File: src/design/modem_ctl_pkg.sv
package modem_ctl_pkg;
   localparam int CTL_W = 8;
   localparam logic [7:0] MODEM_CONTROL_RESET = 8'h00;
   localparam int BIT_CLK_SEL = 7;
   localparam int BIT_THR_EN = 6;
   localparam int BIT_XON_ANY = 5;
   localparam int BIT_LOOP = 4;
   localparam int BIT_IRQ_EN = 3;
   localparam int BIT_FIFO_RDY = 2;
   localparam int BIT_RTS = 1;
   localparam int BIT_DTR = 0;
   localparam logic [1:0] PRESCALE_LAST = 2'h3;
   localparam logic [1:0] PRESCALE_RESET = 2'h0;
   localparam logic FLAG_RESET = 1'h0;
   localparam logic LINE_IDLE = 1'h1;
   localparam logic PIN_N_IDLE = 1'h1;
   localparam logic [3:0] STATUS_RESET = 4'h0;
endpackage

File: src/design/baud_prescaler.sv
`timescale 1ns/1ns
module baud_prescaler
   import modem_ctl_pkg::*;
(
   input wire logic clk,
   input wire logic rst,
   input wire logic div4,
   output logic tick
);
   logic [1:0] cnt_reg;
   logic [1:0] cnt_next;
   logic tick_next;

   always_comb begin
      cnt_next = cnt_reg + 2'h1;
      tick_next = !div4 || (cnt_reg == PRESCALE_LAST);
   end

   always_ff @(posedge clk) begin
      if (rst) begin
         cnt_reg <= PRESCALE_RESET;
         tick <= FLAG_RESET;
      end else begin
         cnt_reg <= cnt_next;
         tick <= tick_next;
      end
   end
endmodule // baud_prescaler

File: src/design/uart_modem_control_reg.sv
`timescale 1ns/1ns
// Function
// - bit 7 picks baud clock: input clock undivided, or divided by four
// - bit 6 set opens access to threshold and trigger-level registers
// - bit 5 enables resume on any received character
// - bits 7..5 writable only while enhanced-feature write enable is set
// - bit 4 loops serial transmit output back into receive input
// - in loop-back, bits 3,2,1,0 feed status bits 7,6,4,5
// - bit 3 clear: interrupt outputs floated, general-purpose output high
// - bit 3 set: interrupt outputs driven, general-purpose output low
// - bit 2 enables the combined FIFO-ready status register
// - without auto flow control, RTS output is low exactly when bit 1 set
// - with auto RTS enabled, flow-control logic decides RTS level
// - DTR output is low exactly when bit 0 set
// - outside loop-back, status bits are complements of modem inputs
module uart_modem_control_reg
   import modem_ctl_pkg::*;
(
   input wire logic clk,
   input wire logic rst,
   input wire logic wr_en,
   input wire logic [7:0] wr_data,
   input wire logic enhanced_write_en,
   input wire logic auto_rts_en,
   input wire logic auto_rts_level_n,
   input wire logic tx_serial,
   input wire logic rx_pin,
   input wire logic cts_n,
   input wire logic dsr_n,
   input wire logic ri_n,
   input wire logic cd_n,
   input wire logic irq_a_in,
   input wire logic irq_b_in,
   output logic [7:0] modem_control,
   output logic baud_tick,
   output logic thresholds_access_en,
   output logic xon_any_en,
   output logic loopback_en,
   output logic fifo_ready_en,
   output logic rx_serial,
   output logic tx_pin,
   output logic [3:0] modem_line_status,
   output logic channel_a_irq_out,
   output logic channel_a_irq_oe,
   output logic channel_b_irq_out,
   output logic channel_b_irq_oe,
   output logic general_purpose_output,
   output logic rts_n,
   output logic dtr_n
);
   logic [CTL_W-1:0] ctl_reg;
   logic [CTL_W-1:0] ctl_next;
   logic [CTL_W-1:0] readback_next;
   logic thr_access_next;
   logic xon_any_next;
   logic loop_next;
   logic fifo_rdy_next;
   logic rx_next;
   logic tx_next;
   logic [3:0] status_next;
   logic irq_a_next;
   logic irq_a_oe_next;
   logic irq_b_next;
   logic irq_b_oe_next;
   logic gpo_next;
   logic rts_next;
   logic dtr_next;

   // active-low pin level for an active-high control bit
   function automatic logic pin_n(input logic active);
      return !active;
   endfunction

   // loop-back image of the low control bits, in status order 7,6,5,4
   function automatic logic [3:0] loop_image(input logic [CTL_W-1:0] ctl);
      return {ctl[BIT_IRQ_EN], ctl[BIT_FIFO_RDY], ctl[BIT_DTR], ctl[BIT_RTS]};
   endfunction

   // active-high status image of the four active-low modem inputs
   function automatic logic [3:0] line_image(input logic cd, input logic ri, input logic dsr,
         input logic cts);
      return {pin_n(cd), pin_n(ri), pin_n(dsr), pin_n(cts)};
   endfunction

   // upper bits are guarded by the enhanced write enable; a refused write gives
   // no indication, so software must read back to see what stuck
   always_comb begin
      ctl_next = ctl_reg;
      if (wr_en) begin
         ctl_next[BIT_LOOP:BIT_DTR] = wr_data[BIT_LOOP:BIT_DTR];
         if (enhanced_write_en) begin
            ctl_next[BIT_CLK_SEL:BIT_XON_ANY] = wr_data[BIT_CLK_SEL:BIT_XON_ANY];
         end
      end
   end

   always_ff @(posedge clk) begin
      if (rst) begin
         ctl_reg <= MODEM_CONTROL_RESET;
      end else begin
         ctl_reg <= ctl_next;
      end
   end

   // prescaler follows the live register, so a change applies next cycle
   // the counter free-runs, so the first divided tick lands within four cycles
   baud_prescaler u_prescaler (
      .clk(clk),
      .rst(rst),
      .div4(ctl_reg[BIT_CLK_SEL]),
      .tick(baud_tick)
   );

   // read-back copy and decoded enables; every output lags the register by one cycle
   always_comb begin
      readback_next = ctl_reg;
      thr_access_next = ctl_reg[BIT_THR_EN];
      xon_any_next = ctl_reg[BIT_XON_ANY];
      loop_next = ctl_reg[BIT_LOOP];
      fifo_rdy_next = ctl_reg[BIT_FIFO_RDY];
   end

   always_ff @(posedge clk) begin
      if (rst) begin
         modem_control <= MODEM_CONTROL_RESET;
         thresholds_access_en <= FLAG_RESET;
         xon_any_en <= FLAG_RESET;
         loopback_en <= FLAG_RESET;
         fifo_ready_en <= FLAG_RESET;
      end else begin
         modem_control <= readback_next;
         thresholds_access_en <= thr_access_next;
         xon_any_en <= xon_any_next;
         loopback_en <= loop_next;
         fifo_ready_en <= fifo_rdy_next;
      end
   end

   // serial routing: the pin idles high while looped so the far end sees no traffic
   always_comb begin
      if (ctl_reg[BIT_LOOP]) begin
         rx_next = tx_serial;
         tx_next = LINE_IDLE;
      end else begin
         rx_next = rx_pin;
         tx_next = tx_serial;
      end
   end

   always_ff @(posedge clk) begin
      if (rst) begin
         rx_serial <= LINE_IDLE;
         tx_pin <= LINE_IDLE;
      end else begin
         rx_serial <= rx_next;
         tx_pin <= tx_next;
      end
   end

   // line status: the real modem inputs are ignored while looped back
   always_comb begin
      if (ctl_reg[BIT_LOOP]) begin
         status_next = loop_image(ctl_reg);
      end else begin
         status_next = line_image(cd_n, ri_n, dsr_n, cts_n);
      end
   end

   always_ff @(posedge clk) begin
      if (rst) begin
         modem_line_status <= STATUS_RESET;
      end else begin
         modem_line_status <= status_next;
      end
   end

   // interrupt gating: request levels pass straight through, bit 3 only gates the enables
   always_comb begin
      irq_a_next = irq_a_in;
      irq_a_oe_next = ctl_reg[BIT_IRQ_EN];
      irq_b_next = irq_b_in;
      irq_b_oe_next = ctl_reg[BIT_IRQ_EN];
      gpo_next = pin_n(ctl_reg[BIT_IRQ_EN]);
   end

   always_ff @(posedge clk) begin
      if (rst) begin
         channel_a_irq_out <= FLAG_RESET;
         channel_a_irq_oe <= FLAG_RESET;
         channel_b_irq_out <= FLAG_RESET;
         channel_b_irq_oe <= FLAG_RESET;
         general_purpose_output <= PIN_N_IDLE;
      end else begin
         channel_a_irq_out <= irq_a_next;
         channel_a_irq_oe <= irq_a_oe_next;
         channel_b_irq_out <= irq_b_next;
         channel_b_irq_oe <= irq_b_oe_next;
         general_purpose_output <= gpo_next;
      end
   end

   // modem outputs: auto flow control owns RTS while enabled and bit 1 is ignored
   // both pins reset to the inactive high level so the modem sees no request
   always_comb begin
      if (auto_rts_en) begin
         rts_next = auto_rts_level_n;
      end else begin
         rts_next = pin_n(ctl_reg[BIT_RTS]);
      end
      dtr_next = pin_n(ctl_reg[BIT_DTR]);
   end

   always_ff @(posedge clk) begin
      if (rst) begin
         rts_n <= PIN_N_IDLE;
         dtr_n <= PIN_N_IDLE;
      end else begin
         rts_n <= rts_next;
         dtr_n <= dtr_next;
      end
   end
endmodule // uart_modem_control_reg

File: config.mk
export PLATFORM = sky130hd
export DESIGN_NAME = uart_modem_control_reg
export DESIGN_NICKNAME = d
export VERILOG_FILES = /design/src/design/modem_ctl_pkg.sv /design/src/design/baud_prescaler.sv /design/src/design/uart_modem_control_reg.sv
export SDC_FILE = /design/constraint.sdc
export NUM_CORES = 1
export LEC_CHECK = 0
export ABC_AREA = 1
export BUFFER_PORTS_ARGS = -buffer_cell sky130_fd_sc_hd__buf_2
export CORE_MARGIN = 2
export CORE_UTILIZATION = 46
export CTS_BUF_LIST = sky130_fd_sc_hd__clkbuf_8
export CTS_CLUSTER_SIZE = 40
export DETAILED_ROUTE_END_ITERATION = 7
export PLACE_DENSITY = 0.8
export SLEW_MARGIN = 10
export SYNTH_ARGS = -nofsm -noshare
export SYNTH_HDL_FRONTEND = slang
export SYNTH_SLANG_ARGS = --single-unit
File: constraint.sdc
create_clock -name clk -period 1 [get_ports clk]
set_input_delay 0.2 -clock clk [delete_from_list [all_inputs] [get_ports clk]]
set_output_delay 0.2 -clock clk [all_outputs]
set_load 0.05 [all_outputs]
# [Word-level counts from Yosys, hierarchy flattened]
# Index checks and enable logic that the tools add are counted.
[totals] in_bits=22 out_inout_bits=26 latch_bits=0 memories=0 elab_cells=34 regBits=35 mem_bits_rw=0 romBits=0
[classes] n_addsub=1 n_mux=3 n_shift=0 n_mul=0 order_cmp=0 n_div=0 eq_ne=1 bitwise_logic=0 reduce_logical=11
[op_table] cell="1-bit zero test" count=8
[op_table] cell="4-bit two-way mux" count=1
[op_table] cell="2-bit by 1-bit adder with 2-bit output (second input constant)" count=1
[op_table] cell="2-bit equality test (second input constant)" count=1
[op_table] cell="1-bit two-way mux" count=2
[op_table] cell="2-bit AND reduction" count=1
[op_table] cell="2-bit OR reduction" count=1
[op_table] cell="1-bit logical OR" count=1

# [Depth between registers and ports, before layout]
# Gate-level depths: netlist (run 1).
[depth] word_depth=2 ltp_mapped=5 mapped_depth_nobuf=5

# [Hierarchy]
# From an unflattened synthesis (run 1), not the netlist that was laid out.
[unflattened] cells_unflattened=117 area_unflattened_um2=998.5
[modules_own_cells] mod="uart_modem_control_reg" seq_area_each_um2=540.5 n_inst=1 cells_each=108 area_each_um2=902.1
[modules_own_cells] mod="baud_prescaler" seq_area_each_um2=60.1 n_inst=1 cells_each=9 area_each_um2=96.3

# [Worst setup path after synthesis (run 1)]
# No wires, ideal clock.
[synth_timing] path_kind="register to output" from="register modem_control[3] (netlist name)" to="output channel_b_irq_oe" path_stages_with_launch=2 path_buffers=1 required_ns=0.800 arrival_time_ns=0.914 setup_slack_ns=-0.114 path_cell_list="dfxtp_1 -> buf_4"
[synth_lines] item="to (decl)" line_no="uart_modem_control_reg.sv:46" text="output logic channel_b_irq_oe,"

# [Final worst setup path (run 1)]
[layout_timing] from="register modem_control[3]" to="output modem_control[3]"
[layout_lines] item="from (decl)" line_no="uart_modem_control_reg.sv:34" text="output logic [7:0] modem_control,"
[layout_lines] item="from (signal assigned)" line_no="uart_modem_control_reg.sv:131" text="modem_control <= readback_next;"
# No word-level cell between the ends.

==> out/metrics.yaml, run 1 <==
rsz0062_at_grt: "true"
drtAntennaViolNets: 0
setup_viol: 1
cts_sinks: 30
drv_slew: 0
num_rows: 16
start_util_pct: 49.4
post_cts_buffers: 0
numCtsBuffers: 5
syn_avg_cell_area_um2: 8.46
p_per_area_nw_per_um2: 2050
syn_area_um2: 990
worstSkewPairLatency_ps: 270
max_clock_freq_mhz: 999
status: "finished with violations"
yosysWarnings: 0
crit_required_ps: 800
antenna_found_initial: 0
cts_tree: "built"
grt_pass1_wl_um: 2970
cp_max_fo: 3
design.die.area_um2: 2540
fin_util_pct: 71.3
route.vias.total: 835
vias_per_cell: 4.35
cap_violations: 0
nets: 187
synth_cells: 117
clk_pin_slew_ps: 60
grt_pass1_vias: 736
synth.distinct_cells: 14
core_um2: 2000
cp_top_family: "flip-flops"
io_pins: 48
critPathLaunchType: "flop"
path_class: "flop to output port"
routedWlPerCell_um: 10.1
drtPass1Iterations: 4
grt_usage_pct: 16.5
finalCriticalPeriod_ps: 1000
slowest_stage: "dfxtp_2"
routabilityCongestion: 0.726
clk_path_buf_depth: 2
htreeDepth: 2
yosys_register_bits: 30
hp-class: "input port to flop"
leakagePower_nw: 0.770
setup_ws_ps: -1.01
syn_to_final_growth_pct: 44.2
fin_crit_sh_pct: 100
drive_gt1_share_pct: 40.6
routed_wirelength_um: 1940
yosysSeqAreaShare_pct: 60.7
violations: "setup timing"
hold_viol: 0
hpwl_um: 1380
crit_path_cell_trace: "buf_4"
cp.buffers_inverters: 1
drc: 0
place_worst_setup_slack_ps: 135
cp-end-kind: "output port"
vdd_drop_max_mv: 1.27
cts_root_buffer: "clkbuf_8"
port_buffers: 47
die_w_um: 50.4
die_h_um: 50.4
diodes: 0
syn_nets: 140
critPathArrivalTime_ps: 800
overflow: 0
crit_path_max_incr_delay_ps: 330
drtIter0Drc: 3
finClkSkew_ps: 2.45
worstMarginPinSlew_ps: 318
slew_headroom_pct: 78.7
grt_max_degree: 13
-- layout by cell type, fill, tap and decap left out, drive strengths merged --
cell	n
buf	48
dfxtp	30
nor2	28
nand2	21
inv	19
o21ai	8
clkbuf	5
clkinv	2
nand3	1
a21oi	1
ha	1
bufinv	1
-- through the flow --
| step | hold WS, ps | setup TNS, ps | cells | cell area [um^2] | power [mW] |
|---|---|---|---|---|---|
| after global placement | 398 | 0 | 184 | 1210 | 1.73 |
| after floorplan | 292 | 0 | 117 | 996 | 1.64 |
| after detailed placement | 405 | 0 | 184 | 1210 | 1.74 |
| final | 122 | -1.01 | 192 | 1430 | 2.93 |
| after global routing | 132 | -154 | 192 | 1430 | 3.05 |
| after CTS | 115 | -177 | 192 | 1380 | 2.93 |
-- Yosys cell counts --
cell,instances,area (um^2)
inv_2,1,3.75
nor2_2,3,18.8
dfxtp_1,30,601
o21ai_0,8,40.0
inv_1,18,67.6
buf_6,1,11.3
ha_1,1,12.5
nand2_2,1,6.26
buf_4,6,45.0
buf_2,1,5.00
a21oi_1,1,5.00
nor2_1,25,93.8
nand3_1,1,5.00
nand2_1,20,75.1
-- kinds of logic (layout without fill, tap and decap cells) --
family / Yosys count / after routing / share of synthesized area, %
fa+ha+maj: 1 / 1 / 1.26
simple gates: 50 / 50 / 20.1
compound gates: 9 / 9 / 4.55
flops: 30 / 30 / 60.7
buf+inv: 27 / 75 / 13.4
-- final cells by class --
class,instances,area [um^2]
Tap cell,27,33.8
Fill cell,169,574
Timing Repair Buffer,48,349
Clock inverter,3,40.0
Sequential cell,30,608
Clock buffer,5,68.8
Multi-Input combinational cell,60,256
Inverter,19,71.3
-- final timing paths --
check	cells after the start	from	slack (ps)	to
setup / recovery	1	modem_control[3]	-1	modem_control[3]
hold / removal	3	rx_pin	120	rx_serial
setup reg to reg	3	ctl_reg[4]	100	modem_line_status[0]
hold reg to reg	2	ctl_reg[6]	430	modem_control[6]
-- timing repair --
item	4_1_cts	5_1_grt
gates resized for setup	23	18
hold buffers	0	0
setup endpoints to repair	26	18
-- layer usage --
layer	vias to the layer above	GRT usage [%]	share of wire, %
li1	429	-	-
met5	-	0	0
met2	33	27.0	52
met3	6	7.14	7.2
met1	367	16.2	38
met4	0	13.1	2.9
-- where the power goes --
group          leakage, nW  internal [mW]  switching (mW)
Sequential           0.251           1.27          0.0337
Clock               0.0579          0.731           0.427
Combinational        0.461          0.155           0.311
Total                0.770           2.16           0.771
Note: power is estimated with default switching activity, not from simulation.
==> run 2: changes to the inputs <==
--- a/config.mk
+++ b/config.mk
@@ -8,11 +8,10 @@
 export ABC_AREA = 1
 export BUFFER_PORTS_ARGS = -buffer_cell sky130_fd_sc_hd__buf_2
 export CORE_MARGIN = 2
-export CORE_UTILIZATION = 46
-export CTS_BUF_LIST = sky130_fd_sc_hd__clkbuf_8
+export CORE_UTILIZATION = 43
 export CTS_CLUSTER_SIZE = 40
 export DETAILED_ROUTE_END_ITERATION = 7
-export PLACE_DENSITY = 0.8
+export PLACE_DENSITY = 0.75
 export SLEW_MARGIN = 10
 export SYNTH_ARGS = -nofsm -noshare
 export SYNTH_HDL_FRONTEND = slang
==> out/metrics.yaml, run 2 (synthesized netlist as in run 1, its figures left out) <==
cts_tree: "built"
intPower_mw: 1.73  # -20%
vias_per_cell: 4.29  # -1.3%
clk_pin_slew_ps: 80  # +20 ps
worstSkewPairLatency_ps: 310  # +40 ps
finClkSkew_ps: 4.20  # +1.75 ps
multi_input_comb_area_um2: 256  # unchanged
rsz0062_at_grt: "true"
hold-worst-slack_ps: 70.2  # -52.1 ps
fin_util_pct: 67.7  # -3.6 points
post_cts_buffers: 0  # unchanged
postCtsHoldBufs: 0  # unchanged
dr_wl_met2_um: 993  # -0.90%
slowest_stage: "dfxtp_4"
wl_met1_um: 668  # -10%
drv_slew: 0  # unchanged
clk_path_buf_depth: 2  # unchanged
start_util_pct: 45.2  # -4.3 points
drtIter0Drc: 9  # +6
setup_ws_ps: -46.1  # -45.1 ps
die_w_um: 52.0  # +3.2%
finalCriticalPeriod_ps: 1050  # +45.1 ps
cap_violations: 0  # unchanged
io_pins: 48  # unchanged
final_cell_mix: "25 x nor2_1, 21 x buf_2, 20 x nand2_1"
dr_wl_met3_um: 123  # -12%
drc: 0  # unchanged
setup_viol: 12  # +11
grt_max_degree: 13  # unchanged
top_layer_used: "met4"
cp_max_fo: 3  # unchanged
design.die.area_um2: 2700  # +6.4%
worstMarginPinSlew_ps: 274  # -43.9 ps
overflow: 0  # unchanged
slew_headroom_pct: 81.7  # +2.9 points
leakagePower_nw: 0.768  # -0.26%
route.vias.total: 824  # -1.3%
routed_wirelength_um: 1860  # -4.0%
p_sw_share_pct: 29.0  # +2.7 points
max_clock_freq_mhz: 956  # -4.3%
routabilityCongestion: 0.781  # +7.6%
fin_crit_sh_pct: 105  # +4.5 points
routedWlPerCell_um: 9.71  # -4.0%
nets: 187  # unchanged
syn_to_final_growth_pct: 49.9
seq_area_um2: 633  # +4.1%
grt_pass1_wl_um: 2840  # -4.2%
antenna_found_initial: 0  # unchanged
diodes: 0  # unchanged
fillers: 166  # -1.8%
violations: "setup timing"
final_common_cell: "nor2_1"
crit_required_ps: 800  # about the same
hold_viol: 0  # unchanged
drive_gt1_share_pct: 47.6  # +7.0 points
vdd_drop_max_mv: 1.11  # -12%
port_buffers: 47  # unchanged
grt_pass1_vias: 719  # -2.3%
cp_top_family: "flip-flops"
num_rows: 17  # +1
numCtsBuffers: 5  # unchanged
hpwl_um: 1310  # -5.0%
cp.buffers_inverters: 1  # unchanged
crit_path_cell_trace: "buf_6"
drtPass1Iterations: 4  # unchanged
drtAntennaViolNets: 0  # unchanged
p_clk_share_pct: 25.4  # -14 points
p_sw_mw: 0.705  # -8.5%
pwr-share-comb_pct: 20.5  # +4.6 points
cts_sinks: 30  # unchanged
die_h_um: 52.0  # +3.2%
htreeDepth: 2  # unchanged
cp-end-kind: "output port"
r2r_slack_ps: 130  # +30 ps
critPathArrivalTime_ps: 850  # +50 ps
cts_root_buffer: "clkbuf_4"
grt_usage_pct: 15.2  # -1.3 points
path_class: "flop to output port"
status: "finished with violations"
p_per_area_nw_per_um2: 1640  # -20%
hp-class: "input port to flop"
crit_path_max_incr_delay_ps: 380  # +50 ps
seq_power_share_pct: 54.2  # +9.6 points
core_um2: 2190  # +9.4%
critPathLaunchType: "flop"
run 2: cell count changes in the layout (fill, tap and decap cells not counted), sizes merged:
cell,before,now
clkbuf,5,7
clkinv,2,0
bufinv,1,0
run 2: what timing repair did:
| action | in CTS | in global routing |
|---|---|---|
| gates cloned | 0 | 0 |
| resized for setup | 61 | 19 |
| endpoints found under the setup margin | 26 | 26 |
run 2: through the flow:
step / setup WS (ps) / cells / total power [mW] / instance area [um^2] / TNS, ps
detailed placement: 157 / 185 / 1.74 / 1210 / 0
CTS: -52.8 / 192 / 2.42 / 1420 / -488
global route: -87.8 / 192 / 2.56 / 1480 / -1190
floorplan: 70.5 / 117 / 1.64 / 996 / 0
finish: -46.1 / 192 / 2.44 / 1480 / -374
global placement: 181 / 185 / 1.73 / 1210 / 0
run 2: layer usage:
| metal | up-vias | track usage [%] |
|---|---|---|
| li1 | 428 | - |
| met1 | 353 | 14.1 |
| met2 | 35 | 25.5 |
| met3 | 8 | 6.90 |
| met4 | 0 | 11.8 |
| met5 | - | 0 |
run 2: cell type report:
cell class	count	share of cell area, %
Multi-Input combinational cell	60	17.3
Inverter	19	4.81
Timing Repair Buffer	48	29.8
Tap cell	28	2.36
Sequential cell	30	42.7
Clock buffer	7	3.04
run 2: power groups by stage:
stage               Combinational (mW)  Clock (mW)  Sequential, mW
floorplan                        0.153           0            1.48
global placement                 0.410           0            1.32
detailed placement               0.413           0            1.33
CTS                              0.474       0.634            1.32
global route                     0.530       0.703            1.33
finish                           0.498       0.618            1.32
run 2: worst paths after layout:
| check | start | depth (start not counted) | end |
|---|---|---|---|
| worst max-delay path | modem_control[3] | 1 | modem_control[3] |
| worst min-delay path | auto_rts_en | 2 | rts_n |
| worst max register to register | ctl_reg[4] | 3 | modem_line_status[0] |
| worst min register to register | u_prescaler.cnt_reg[0] | 1 | u_prescaler.cnt_reg[0] |
